## src/rtl/alarm_pkg.sv

```systemverilog
// Package for the process alarm evaluator: type codes, widths, timing.
// Assumes signed process data in display units, one 40 MHz clock.
package alarm_pkg;
  localparam int NUM_ALARMS = 3;
  localparam int VAL_W = 16;
  localparam int TYPE_W = 5;
  localparam int DELAY_W = 10;
  localparam int CLK_HZ = 40000000;
  localparam int SEC_NS = 1000000000;
  localparam int CLK_NS = 25;
  localparam int TICK_CYCLES = SEC_NS / CLK_NS;
  localparam logic [DELAY_W-1:0] DELAY_MAX_S = 10'h3e7;
  localparam logic [TYPE_W-1:0] T_OFF = 5'h00;
  localparam logic [TYPE_W-1:0] T_BAND_OUT = 5'h01;
  localparam logic [TYPE_W-1:0] T_DEV_HI = 5'h02;
  localparam logic [TYPE_W-1:0] T_DEV_LO = 5'h03;
  localparam logic [TYPE_W-1:0] T_BAND_IN = 5'h04;
  localparam logic [TYPE_W-1:0] T_BAND_OUT_SB = 5'h05;
  localparam logic [TYPE_W-1:0] T_DEV_HI_SB = 5'h06;
  localparam logic [TYPE_W-1:0] T_DEV_LO_SB = 5'h07;
  localparam logic [TYPE_W-1:0] T_ABS_HI = 5'h08;
  localparam logic [TYPE_W-1:0] T_ABS_LO = 5'h09;
  localparam logic [TYPE_W-1:0] T_ABS_HI_SB = 5'h0a;
  localparam logic [TYPE_W-1:0] T_ABS_LO_SB = 5'h0b;
  localparam logic [TYPE_W-1:0] T_LOOP_BREAK = 5'h0c;
  localparam logic [TYPE_W-1:0] T_RATE = 5'h0d;
  localparam logic [TYPE_W-1:0] T_TGT_HI = 5'h0e;
  localparam logic [TYPE_W-1:0] T_TGT_LO = 5'h0f;
  localparam logic [TYPE_W-1:0] T_MV_HI = 5'h10;
  localparam logic [TYPE_W-1:0] T_MV_LO = 5'h11;
  localparam logic [TYPE_W-1:0] T_MAX = 5'h11;
  localparam logic [TYPE_W-1:0] TYPE_RESET = T_DEV_HI;
endpackage : alarm_pkg

```

## src/rtl/alarm_delay.sv

```systemverilog
// ON/OFF delay filter for one alarm channel.
// Assumes a one-cycle seconds tick from the same clock.
`timescale 1ns/1ps
module alarm_delay (
  input wire logic i_clk,
  input wire logic i_rst,
  input wire logic i_tick,
  input wire logic i_cond,
  input wire logic [alarm_pkg::DELAY_W-1:0] i_on_delay,
  input wire logic [alarm_pkg::DELAY_W-1:0] i_off_delay,
  output logic o_out
);
  import alarm_pkg::*;

  typedef struct packed {
    logic out;
    logic [DELAY_W-1:0] secs;
  } dly_state_t;

  dly_state_t s_q;
  dly_state_t s_d;

  // Count whole seconds while input disagrees with output; any return restarts
  always_comb begin
    logic [DELAY_W-1:0] lim;
    lim = s_q.out ? i_off_delay : i_on_delay;
    s_d = s_q;
    if (i_cond == s_q.out) begin
      s_d.secs = '0;
    end else if (lim == '0 || (i_tick && s_q.secs + 10'h001 >= lim)) begin
      s_d.out = i_cond;
      s_d.secs = '0;
    end else if (i_tick && s_q.secs != DELAY_MAX_S) begin
      s_d.secs = s_q.secs + 10'h001;
    end
  end

  always_ff @(posedge i_clk) begin
    if (i_rst) begin
      s_q <= '0;
    end else begin
      s_q <= s_d;
    end
  end

  assign o_out = s_q.out;
endmodule : alarm_delay

```

## src/rtl/process_alarm_evaluator.sv

```systemverilog
// Process alarm evaluator: per-channel alarm type, compare, standby, delays.
// Assumes process data arrives synchronous to i_clk; config from a CPU port.
//
// Overview of operation
// - Each channel keeps its own alarm type code.
// - Reset sets every channel's type to 2, deviation upper limit.
// - Each channel's result drives its own auxiliary output.
// - Separate ON and OFF delays, 0 to 999 whole seconds.
// - With heater detection fitted, channel one defaults to heater alarm duty.
// - Code 1: active outside target minus low to target plus high.
// - Code 4: active inside that deviation band.
// - Code 2: active when process exceeds target by alarm value or more.
// - Code 3: active when process is below target by alarm value or more.
// - Codes 5, 6, 7 are 1, 2, 3 with standby sequence.
// - Code 8: active when process value is above alarm value.
// - Code 9: active when process value is below alarm value.
// - Codes 10, 11 are 8, 9 with standby sequence.
// - Code 12, loop break, accepted only on channel one.
// - Code 14: active when target value is above alarm value.
// - Code 15: active when target value is below alarm value.
// - Code 16: active when output level is above alarm value.
// - Code 17: active when output level is below alarm value.
// - Codes 1, 4, 5 hold separate upper and lower deviations.
// - Code 5 stays off while the two hysteresis regions overlap.
// - Heat/cool: upper level alarm uses heating, lower uses cooling.
`timescale 1ns/1ps
module process_alarm_evaluator (
  input wire logic i_clk,
  input wire logic i_rst,
  input wire logic i_heater_detect_fitted,
  input wire logic i_cfg_we,
  input wire logic [1:0] i_cfg_chan,
  input wire logic [alarm_pkg::TYPE_W-1:0] i_cfg_type,
  input wire logic signed [alarm_pkg::VAL_W-1:0] i_cfg_value,
  input wire logic signed [alarm_pkg::VAL_W-1:0] i_cfg_dev_hi,
  input wire logic signed [alarm_pkg::VAL_W-1:0] i_cfg_dev_lo,
  input wire logic [alarm_pkg::DELAY_W-1:0] i_cfg_on_delay,
  input wire logic [alarm_pkg::DELAY_W-1:0] i_cfg_off_delay,
  input wire logic signed [alarm_pkg::VAL_W-1:0] i_hysteresis,
  input wire logic i_assign_alarm1,
  input wire logic signed [alarm_pkg::VAL_W-1:0] i_process_value,
  input wire logic signed [alarm_pkg::VAL_W-1:0] i_target_value,
  input wire logic signed [alarm_pkg::VAL_W-1:0] i_manipulated_output_level,
  input wire logic signed [alarm_pkg::VAL_W-1:0] i_cooling_output_level,
  input wire logic i_heat_cool_mode,
  input wire logic i_loop_break_alarm,
  input wire logic i_rate_alarm,
  input wire logic i_heater_fault_alarm,
  input wire logic i_standby_release,
  output logic o_cfg_reject,
  output logic o_alarm1_heater_duty,
  output logic [alarm_pkg::NUM_ALARMS-1:0] o_aux_out
);
  import alarm_pkg::*;

  typedef struct packed {
    logic [NUM_ALARMS-1:0][TYPE_W-1:0] atype;
    logic [NUM_ALARMS-1:0][VAL_W-1:0] value;
    logic [NUM_ALARMS-1:0][VAL_W-1:0] dev_hi;
    logic [NUM_ALARMS-1:0][VAL_W-1:0] dev_lo;
    logic [NUM_ALARMS-1:0][DELAY_W-1:0] on_dly;
    logic [NUM_ALARMS-1:0][DELAY_W-1:0] off_dly;
    logic [NUM_ALARMS-1:0] standby;
    logic [NUM_ALARMS-1:0] aux;
    logic heater_duty;
    logic strap_taken;
    logic reject;
    logic tick;
    logic [31:0] tick_cnt;
  } eval_state_t;

  eval_state_t s_q;
  eval_state_t s_d;
  logic [NUM_ALARMS-1:0] raw;
  logic [NUM_ALARMS-1:0] delayed;

  // Widened signed compare avoids overflow on target plus deviation
  function automatic logic signed [VAL_W:0] wide(input logic [VAL_W-1:0] v);
    wide = {v[VAL_W-1], v};
  endfunction : wide

  // Standby-sequence types hold off until process first sits in the safe zone
  function automatic logic is_standby(input logic [TYPE_W-1:0] t);
    is_standby = (t == T_BAND_OUT_SB) || (t == T_DEV_HI_SB) || (t == T_DEV_LO_SB) ||
                 (t == T_ABS_HI_SB) || (t == T_ABS_LO_SB);
  endfunction : is_standby

  // Raw condition of each channel, before standby and delays
  always_comb begin
    logic signed [VAL_W:0] pv;
    logic signed [VAL_W:0] sp;
    logic signed [VAL_W:0] mv;
    logic signed [VAL_W:0] cv;
    logic signed [VAL_W:0] x;
    logic signed [VAL_W:0] hi;
    logic signed [VAL_W:0] lo;
    logic signed [VAL_W:0] hy;
    // Loop temporaries start from a known value on every pass
    x = '0;
    hi = '0;
    lo = '0;
    pv = wide(i_process_value);
    sp = wide(i_target_value);
    mv = wide(i_manipulated_output_level);
    cv = wide(i_cooling_output_level);
    hy = wide(i_hysteresis);
    for (int i = 0; i < NUM_ALARMS; i++) begin
      x = wide(s_q.value[i]);
      hi = sp + wide(s_q.dev_hi[i]);
      lo = sp - wide(s_q.dev_lo[i]);
      case (s_q.atype[i])
        T_OFF: raw[i] = 1'b0;
        T_BAND_OUT: raw[i] = (pv > hi) || (pv < lo);
        T_BAND_OUT_SB: raw[i] = ((pv > hi) || (pv < lo)) && (hi - hy > lo + hy);
        T_BAND_IN: raw[i] = (pv >= lo) && (pv <= hi);
        T_DEV_HI, T_DEV_HI_SB: raw[i] = (pv - sp) >= x;
        T_DEV_LO, T_DEV_LO_SB: raw[i] = (sp - pv) >= x;
        T_ABS_HI, T_ABS_HI_SB: raw[i] = pv > x;
        T_ABS_LO, T_ABS_LO_SB: raw[i] = pv < x;
        T_LOOP_BREAK: raw[i] = i_loop_break_alarm;
        T_RATE: raw[i] = i_rate_alarm;
        T_TGT_HI: raw[i] = sp > x;
        T_TGT_LO: raw[i] = sp < x;
        T_MV_HI: raw[i] = mv > x;
        T_MV_LO: raw[i] = (i_heat_cool_mode ? cv : mv) < x;
        default: raw[i] = 1'b0;
      endcase
    end
  end

  // Configuration, standby latch, seconds tick and output register
  always_comb begin
    s_d = s_q;
    s_d.reject = 1'b0;
    s_d.tick = 1'b0;
    if (s_q.tick_cnt == 32'(TICK_CYCLES - 1)) begin
      s_d.tick_cnt = '0;
      s_d.tick = 1'b1;
    end else begin
      s_d.tick_cnt = s_q.tick_cnt + 32'h1;
    end
    // Strap sampled once after reset release, never under reset
    if (!s_q.strap_taken) begin
      s_d.strap_taken = 1'b1;
      s_d.heater_duty = i_heater_detect_fitted;
    end else if (i_assign_alarm1) begin
      s_d.heater_duty = 1'b0;
    end
    if (i_cfg_we) begin
      if (i_cfg_chan >= 2'(NUM_ALARMS) || i_cfg_type > T_MAX ||
          (i_cfg_type == T_LOOP_BREAK && i_cfg_chan != 2'h0)) begin
        s_d.reject = 1'b1;
      end else begin
        s_d.atype[i_cfg_chan] = i_cfg_type;
        s_d.value[i_cfg_chan] = i_cfg_value;
        s_d.dev_hi[i_cfg_chan] = i_cfg_dev_hi;
        s_d.dev_lo[i_cfg_chan] = i_cfg_dev_lo;
        s_d.on_dly[i_cfg_chan] = (i_cfg_on_delay > DELAY_MAX_S) ? DELAY_MAX_S : i_cfg_on_delay;
        s_d.off_dly[i_cfg_chan] = (i_cfg_off_delay > DELAY_MAX_S) ? DELAY_MAX_S : i_cfg_off_delay;
        s_d.standby[i_cfg_chan] = is_standby(i_cfg_type);
      end
    end
    // Standby clears once the condition is seen absent; new type re-arms it
    for (int i = 0; i < NUM_ALARMS; i++) begin
      if (s_q.standby[i] && (!raw[i] || i_standby_release)) begin
        if (!(i_cfg_we && i_cfg_chan == 2'(i))) begin
          s_d.standby[i] = 1'b0;
        end
      end
      s_d.aux[i] = delayed[i] && !s_q.standby[i];
    end
    if (s_q.heater_duty) begin
      s_d.aux[0] = i_heater_fault_alarm;
    end
  end

  always_ff @(posedge i_clk) begin
    if (i_rst) begin
      s_q <= '0;
      for (int i = 0; i < NUM_ALARMS; i++) begin
        s_q.atype[i] <= TYPE_RESET;
        s_q.standby[i] <= 1'b0;
      end
    end else begin
      s_q <= s_d;
    end
  end

  // One delay filter per channel, fed the standby-gated condition
  for (genvar g = 0; g < NUM_ALARMS; g++) begin : g_dly
    alarm_delay u_dly (
      .i_clk(i_clk),
      .i_rst(i_rst),
      .i_tick(s_q.tick),
      .i_cond(raw[g] && !s_q.standby[g]),
      .i_on_delay(s_q.on_dly[g]),
      .i_off_delay(s_q.off_dly[g]),
      .o_out(delayed[g])
    );
  end

  assign o_cfg_reject = s_q.reject;
  assign o_alarm1_heater_duty = s_q.heater_duty;
  assign o_aux_out = s_q.aux;
endmodule : process_alarm_evaluator

```

## config.mk

```make
export PLATFORM = sky130hd
export DESIGN_NAME = process_alarm_evaluator
export DESIGN_NICKNAME = d
export VERILOG_FILES = /design/src/rtl/alarm_pkg.sv /design/src/rtl/alarm_delay.sv /design/src/rtl/process_alarm_evaluator.sv
export SDC_FILE = /design/constraint.sdc
export NUM_CORES = 2
export LEC_CHECK = 0
export BUFFER_PORTS_ARGS = -buffer_cell sky130_fd_sc_hd__clkbuf_2
export CAP_MARGIN = 10
export CORE_ASPECT_RATIO = 1.75
export CORE_UTILIZATION = 55
export DETAILED_ROUTE_END_ITERATION = 10
export PLACE_DENSITY = 0.73
export SYNTH_ARGS = -nofsm -noshare
export SYNTH_HDL_FRONTEND = slang
export SYNTH_SLANG_ARGS = --single-unit
```

## constraint.sdc

```tcl
create_clock -name i_clk -period 7.6 [get_ports i_clk]
set_input_delay 0.76 -clock i_clk [delete_from_list [all_inputs] [get_ports i_clk]]
set_output_delay 0.76 -clock i_clk [all_outputs]
set_load 0.02 [all_outputs]
```

**After elaboration in Yosys (flattened, before gate mapping)**

Cells that the tools add are included.

- Register bits after elaboration: 294
- Input bits: 165
- Output and inout bits: 5
- Word-level logic and storage cells: 282

- Add/subtract/negate cells: 18
- $lt $le $gt $ge: 48
- Equal/unequal tests: 67
- Mux-type cells: 40
- Bitwise gates (word level): 5
- Reductions and logical operators: 73

Operators with widths:

| cell | number |
|---|---|
| bitwise mux 48 bit | 3 |
| > comparator 16 bit | 9 |
| == test 5 x 4 -> 1 bit, second input constant | 27 |
| >= comparator 17 x 16 -> 1 bit | 6 |
| less-than comparator 16 bit | 6 |
| subtractor 16 x 16 -> 17 bit | 5 |
| == test 5 x 3 -> 1 bit, second input constant | 15 |
| bitwise mux 30 bit | 2 |
| two-way mux 10 bit | 6 |
| adder 16 x 16 -> 17 bit | 3 |
| adder 17 x 16 -> 17 bit | 3 |
| >= comparator 16 x 17 -> 1 bit | 3 |
| > comparator 16 x 17 -> 1 bit | 3 |
| > comparator 17 bit | 3 |
| less-or-equal comparator 16 x 17 -> 1 bit | 3 |
| less-than comparator 16 x 17 -> 1 bit | 3 |
| less-than comparator 17 x 16 -> 1 bit | 3 |
| subtractor 17 x 16 -> 17 bit | 3 |
| one-hot mux 1 bit (13 select lines) | 3 |
| two-way mux 35 bit | 1 |
| adder 32 x 1 -> 32 bit, second input constant | 1 |
| demux 16 bit (select 2 bit) | 1 |
| == test 32 x 26 -> 1 bit, second input constant | 1 |
| two-way mux 32 bit | 1 |
| other kinds (35) | 137 |

**Longest topological paths before layout**

- Depth after elaboration: 10
- Mapped depth: 33
- Mapped depth without buffers: 32

**Cells and area by module**

A second synthesis with hierarchy kept.

- Cell total of the unflattened synthesis: 4278
- Area, all modules: 33064.2 um2

Modules (own cells, without submodules):

| module | instances | cells each | area an instance (um2) | seq. area each (um2) |
|---|---|---|---|---|
| process_alarm_evaluator | 1 | 3927 | 30027.5 | 5225.0 |
| alarm_delay | 3 | 117 | 1012.2 | 220.2 |

**Least setup slack after synthesis**

No wires, ideal clock.

- Path kind: input-to-reg
- Start point: input port i_target_value[0] in the netlist's numbering
- End point: register g_dly[0].u_dly.s_q[0] in the netlist's numbering
- Library setup time: 0.120 ns
- Arrival: 6.067 ns
- Required time: 7.480 ns
- Path slack: 1.413 ns
- Cell stages on the path: 31
- Buffers on the path: 1
- Cells stage by stage: inv_1 -> ha_1 -> fa_1 -> nor2b_1 -> o21ai_0 -> nand2b_1 -> a31oi_1 -> a211o_1 -> nor2b_1 -> o21ai_0 -> nand2b_1 -> xor2_1 -> ha_1 -> nand2_1 -> nor2_1 -> nand2_1 -> o21ai_0 -> a31o_2 -> or4_1 -> nand2_1 -> xor2_1 -> ha_1 -> and3_1 -> a2111oi_0 -> o211ai_1 -> a21oi_1 -> a21bo_2 -> a2111oi_2 -> nor2_2 -> buf_6 -> mux2i_1

- Cells in the longest elaborated chain, start to end: 8
- Elaborated cells between the ends (all ways): 22

Ends and longest elaborated chain:

| element | line | text |
|---|---|---|
| from (decl) | process_alarm_evaluator.sv:42 | `input wire logic signed [alarm_pkg::VAL_W-1:0] i_target_value,` |
| adder 16 x 16 -> 17 bit / subtractor 16 x 16 -> 17 bit (equally long branches) | process_alarm_evaluator.sv:109, process_alarm_evaluator.sv:110 |  |
| subtractor 17 x 16 -> 17 bit, or another cell as far along | process_alarm_evaluator.sv:114 | `T_BAND_OUT_SB: raw[i] = ((pv > hi) \|\| (pv < lo)) && (hi - hy > lo + hy);` |
| > comparator 17 bit / logical OR 1 bit (equally long branches) | process_alarm_evaluator.sv:114, process_alarm_evaluator.sv:113 |  |
| logical AND 1 bit | process_alarm_evaluator.sv:114 |  |
| one-hot mux 1 bit (13 select lines) (*) | process_alarm_evaluator.sv:111 | `case (s_q.atype[i])` |
| logical AND 1 bit (*) | process_alarm_evaluator.sv:195 | `.i_cond(raw[g] && !s_q.standby[g]),` |
| == test 1 bit (*) | alarm_delay.sv:28 | `if (i_cond == s_q.out) begin` |
| OR reduction 3 bit (no source line) (*) | - |  |
| to (signal assigned) | alarm_delay.sv:40 | `s_q <= '0;` |
| to (signal assigned) | alarm_delay.sv:42 | `s_q <= s_d;` |
| to (decl) | alarm_delay.sv:20 | `dly_state_t s_q;` |

Mark *: on every way between the ends. The rest lies on a longest branch, timed or not.
A chain may end at the register's enable or synchronous reset.

**Worst setup path after layout**

- Start point: input port i_target_value[1] in the netlist's numbering
- End point: register g_dly[1].u_dly.s_q[9] in the netlist's numbering

- Cells in the longest elaborated chain, start to end: 8
- Elaborated cells between the ends (all ways): 22

Ends and longest elaborated chain:

| element | line |
|---|---|
| adder 16 x 16 -> 17 bit / subtractor 16 x 16 -> 17 bit (equally long branches) | process_alarm_evaluator.sv:109, process_alarm_evaluator.sv:110 |
| subtractor 17 x 16 -> 17 bit, or another cell as far along | process_alarm_evaluator.sv:114 |
| > comparator 17 bit / logical OR 1 bit (equally long branches) | process_alarm_evaluator.sv:114, process_alarm_evaluator.sv:113 |
| logical AND 1 bit | process_alarm_evaluator.sv:114 |
| one-hot mux 1 bit (13 select lines) (*) | process_alarm_evaluator.sv:111 |
| logical AND 1 bit (*) | process_alarm_evaluator.sv:195 |
| == test 1 bit (*) | alarm_delay.sv:28 |
| OR reduction 3 bit (no source line) (*) | - |
| to (signal assigned) | alarm_delay.sv:40 |
| to (signal assigned) | alarm_delay.sv:42 |
| to (decl) | alarm_delay.sv:20 |

Marked as above.

==> flow_summary_export.csv <==
group,metric,value,unit
logic_synthesis,synthCells,4386,
placed_design,dp.cells,5285,
global_route,grt_pass1_vias,34200,
logic_synthesis,synth_edf_count,0,
sta,finClkSkew,0.0263,ns
finish,fin_cells,5342,
global_route,antenna_found_initial,11,
clock_tree,cts_tree,"done",
critical_path,critical_path_peak_fanout,8,
critical_path,cp.required,8.13,ns
drt,wl_per_cell,24.6,um
sta,finalSetupViolations,0,
clock_tree,clkTransAtPathRegs,0.07,ns
logic_synthesis,netlist_area,33700,um^2
logic_synthesis,synthesis.nets,5270,
placed_design,post-dp-hpwl,101000,um
drt,route.detailed.drc,0,
floorplan,dieArea,62400,um^2
global_route,track_usage,41.8,%
drt,vias_per_cell,6.42,
floorplan,dieWidth,189,um
critical_path,cp.arrival,7.52,ns
sta,grt_setup_unrepaired,"false",
logic_synthesis,ys_warn_count,0,
pwr,powerDensity,166,nW/um^2
sta,maxSlewHeadroom,4.81,%
hold_path,hold_path_depth,3,
global_route,grt-ovfl-total,0,
placed_design,gp_congestion,1.06,
hold_path,min_to,"o_alarm1_heater_duty",
clock_tree,worstSkewPairLatency,0.66,ns
drt,firstDrtPassIters,6,
sta,hold_viol,0,
clock_tree,cts_buffer_depth,3,
run,maxCapViolations,0,
drt,first_iter_violations,2148,
finish,layout.nets,5414,
placed_design,io_buffers,169,
clock_tree,postCtsSetupBuffers,0,
logic_synthesis,synthArstFlopShare,0,%
logic_synthesis,synth_ff_type,"dfxtp_1",
logic_synthesis,ys_seq_elements,294,
finish,syn2layout_area_growth,8.73,%
critical_path,crit_family,"compound AO/OA/AOI/OAI gates",
pwr,peakVddDrop,0.204,mV
critical_path,start_kind,"primary input",
logic_synthesis,syn_area_per_cell,7.69,um^2
sta,post-route-period-util,92.0,%
logic_synthesis,ys_top_cells_by_area,"ha_1 (26%), dfxtp_1 (17%), a21oi_1 (6.9%)",
critical_path,critPathKind,"primary input to flip-flop",
critical_path,cpPeakStageDelay,0.55,ns
sta,fmax,143,MHz
logic_synthesis,seq_area_frac_synth,17.4,%
floorplan,placementRows,119,
hold_path,worstHoldStart,"i_heater_detect_fitted",
hold_path,hold_path.class,"primary input to flip-flop",
critical_path,worstRegToRegCells,31,
floorplan,pin_count,170,
critical_path,slowest_stage,"or4_1",
clock_tree,cts_buffers,29,
drt,ant_nets,0,
critical_path,path_buf_inv,5,
finish,final_cell_mix,"ha_1 (705), nand2_1 (557), a21oi_1 (462)",
critical_path,worstSetupEndpointType,"flip-flop",
sta,slew_viol_final,0,
floorplan,die_h,330,um
critical_path,reg2reg_slack,0.74,ns
logic_synthesis,synth_largest_area_cell,"ha_1",
sta,min_period,6.99,ns
clock_tree,cts.sinks,294,
finish,drive_gt1_share,7.67,%
pwr,leakagePower,0.0160,uW
drt,routed_wl,132000,um
finish,utilization,60.7,%
floorplan,core,60500,um^2
clock_tree,cts_max_level,1,
logic_synthesis,synth_top_area_share,26.1,%
floorplan,start_util,55.8,%
sta,worst_slew_pin_slew,1.41,ns
finish,final_common_cell,"ha_1",
global_route,grt_max_degree,106,
clock_tree,cts_root_buffer,"clkbuf_16",
critical_path,r2r_end,"g_dly[1].u_dly.s_q[9]",
outcome,status,"finished clean",
drt,vias,34300,
logic_synthesis,synth.lib_cells_used.distinct,78,
critical_path,reg2reg_from,"s_q[119]",
global_route,grt_pass1_wl,195000,um
-- where the power goes --
group	internal, uW	switching [uW]	total, uW	leakage [uW]
logic	1130	1730	2860	0.0131
clock network	897	723	1620	0.000501
registers	1580	38.5	1620	0.00238
total	3600	2490	6090	0.0160
-- synthesized netlist by cell type, drive strengths merged, types with 27 or more instances --
library cell and count:
and3 47, nor4 28, nand2b 55, nor3 95, o211ai 35, nand4 86, nand3 199, a21oi 462
clkbuf 98, nand2 559, xor2 115, inv 311, mux2i 64, a31oi 30, xnor2 165, a21o 85
o21a 34, o21ai 144, nor2b 58, ha 705, or3 27, dfxtp 294, a211oi 50, nor2 284
-- registers in the layout, summed over array words and instances, names as in the netlist --
register	flops
o_aux_out	3
s_q	256
g_dly.u_dly.s_q	30
o_alarm1_heater_duty	1
o_cfg_reject	1
g_dly.u_dly.o_out	3
-- routing by layer --
layer / GRT usage, % / vias up / routed length [um]
met5: 0 / - / 27
met4: 44.4 / 4 / 16400
met3: 9.05 / 785 / 9190
met2: 73.6 / 1483 / 63200
met1: 38.6 / 16000 / 42800
li1: - / 16100 / -
-- cells by family after synthesis --
logic type	Yosys count	share of synthesized area, %
buf+inv	432	4.89
fa+ha+maj	719	27.0
simple gates	1537	21.6
compound gates	1034	19.1
flops	294	17.4
mux	90	2.77
xor+xnor	280	7.27
-- worst max-delay path by stage --
stage                                  from               endpoint  slack [ns]  cells past startpoint
after floorplan           i_target_value[0]  g_dly[0].u_dly.s_q[0]        1.41                     31
after global placement    i_target_value[1]   g_dly[0].u_dly.o_out       -0.05                     28
after detailed placement  i_target_value[1]   g_dly[0].u_dly.o_out       -0.13                     28
after CTS                 i_target_value[1]   g_dly[0].u_dly.o_out        0.49                     28
after global routing      i_target_value[1]   g_dly[0].u_dly.o_out        0.22                     33
final                     i_target_value[1]  g_dly[1].u_dly.s_q[9]        0.61                     32
-- stage by stage --
step	setup WS [ns]	hold WS [ns]	TNS, ns	cell area [um^2]	total power [uW]
6_report	0.611	0.355	0	36700	6090
5_1_grt	0.224	0.366	0	36700	6420
4_1_cts	0.490	0.367	0	36700	6020
3_5_place_dp	-0.135	0.446	-0.911	35600	4410
3_3_place_gp	-0.0491	0.439	-0.0655	35600	4380
2_1_floorplan	1.41	0.426	0	33700	3530
-- worst min-delay path: stages --
cell and delay [ns]:
clkbuf_2 0.08, nand2b_1 0.06, a21oi_1 0.05
-- final cells by class --
cell class                      instances  area [um^2]
Fill cell                            5755        23800
Inverter                              311         1170
Tap cell                              786          983
Timing Repair Buffer                  234         1370
Sequential cell                       294         5890
Multi-Input combinational cell       3660        26300
Clock inverter                         14          209
Clock buffer                           39          813
Antenna cell                            4         10.0
-- what timing repair did --
action | 4_1_cts | 5_1_grt
setup endpoints to repair | 0 | 5
hold buffers | 0 | 0
gates resized for setup | 0 | 1
hold endpoints to repair | 0 | 0
Note: power is estimated with default switching activity, not from simulation.
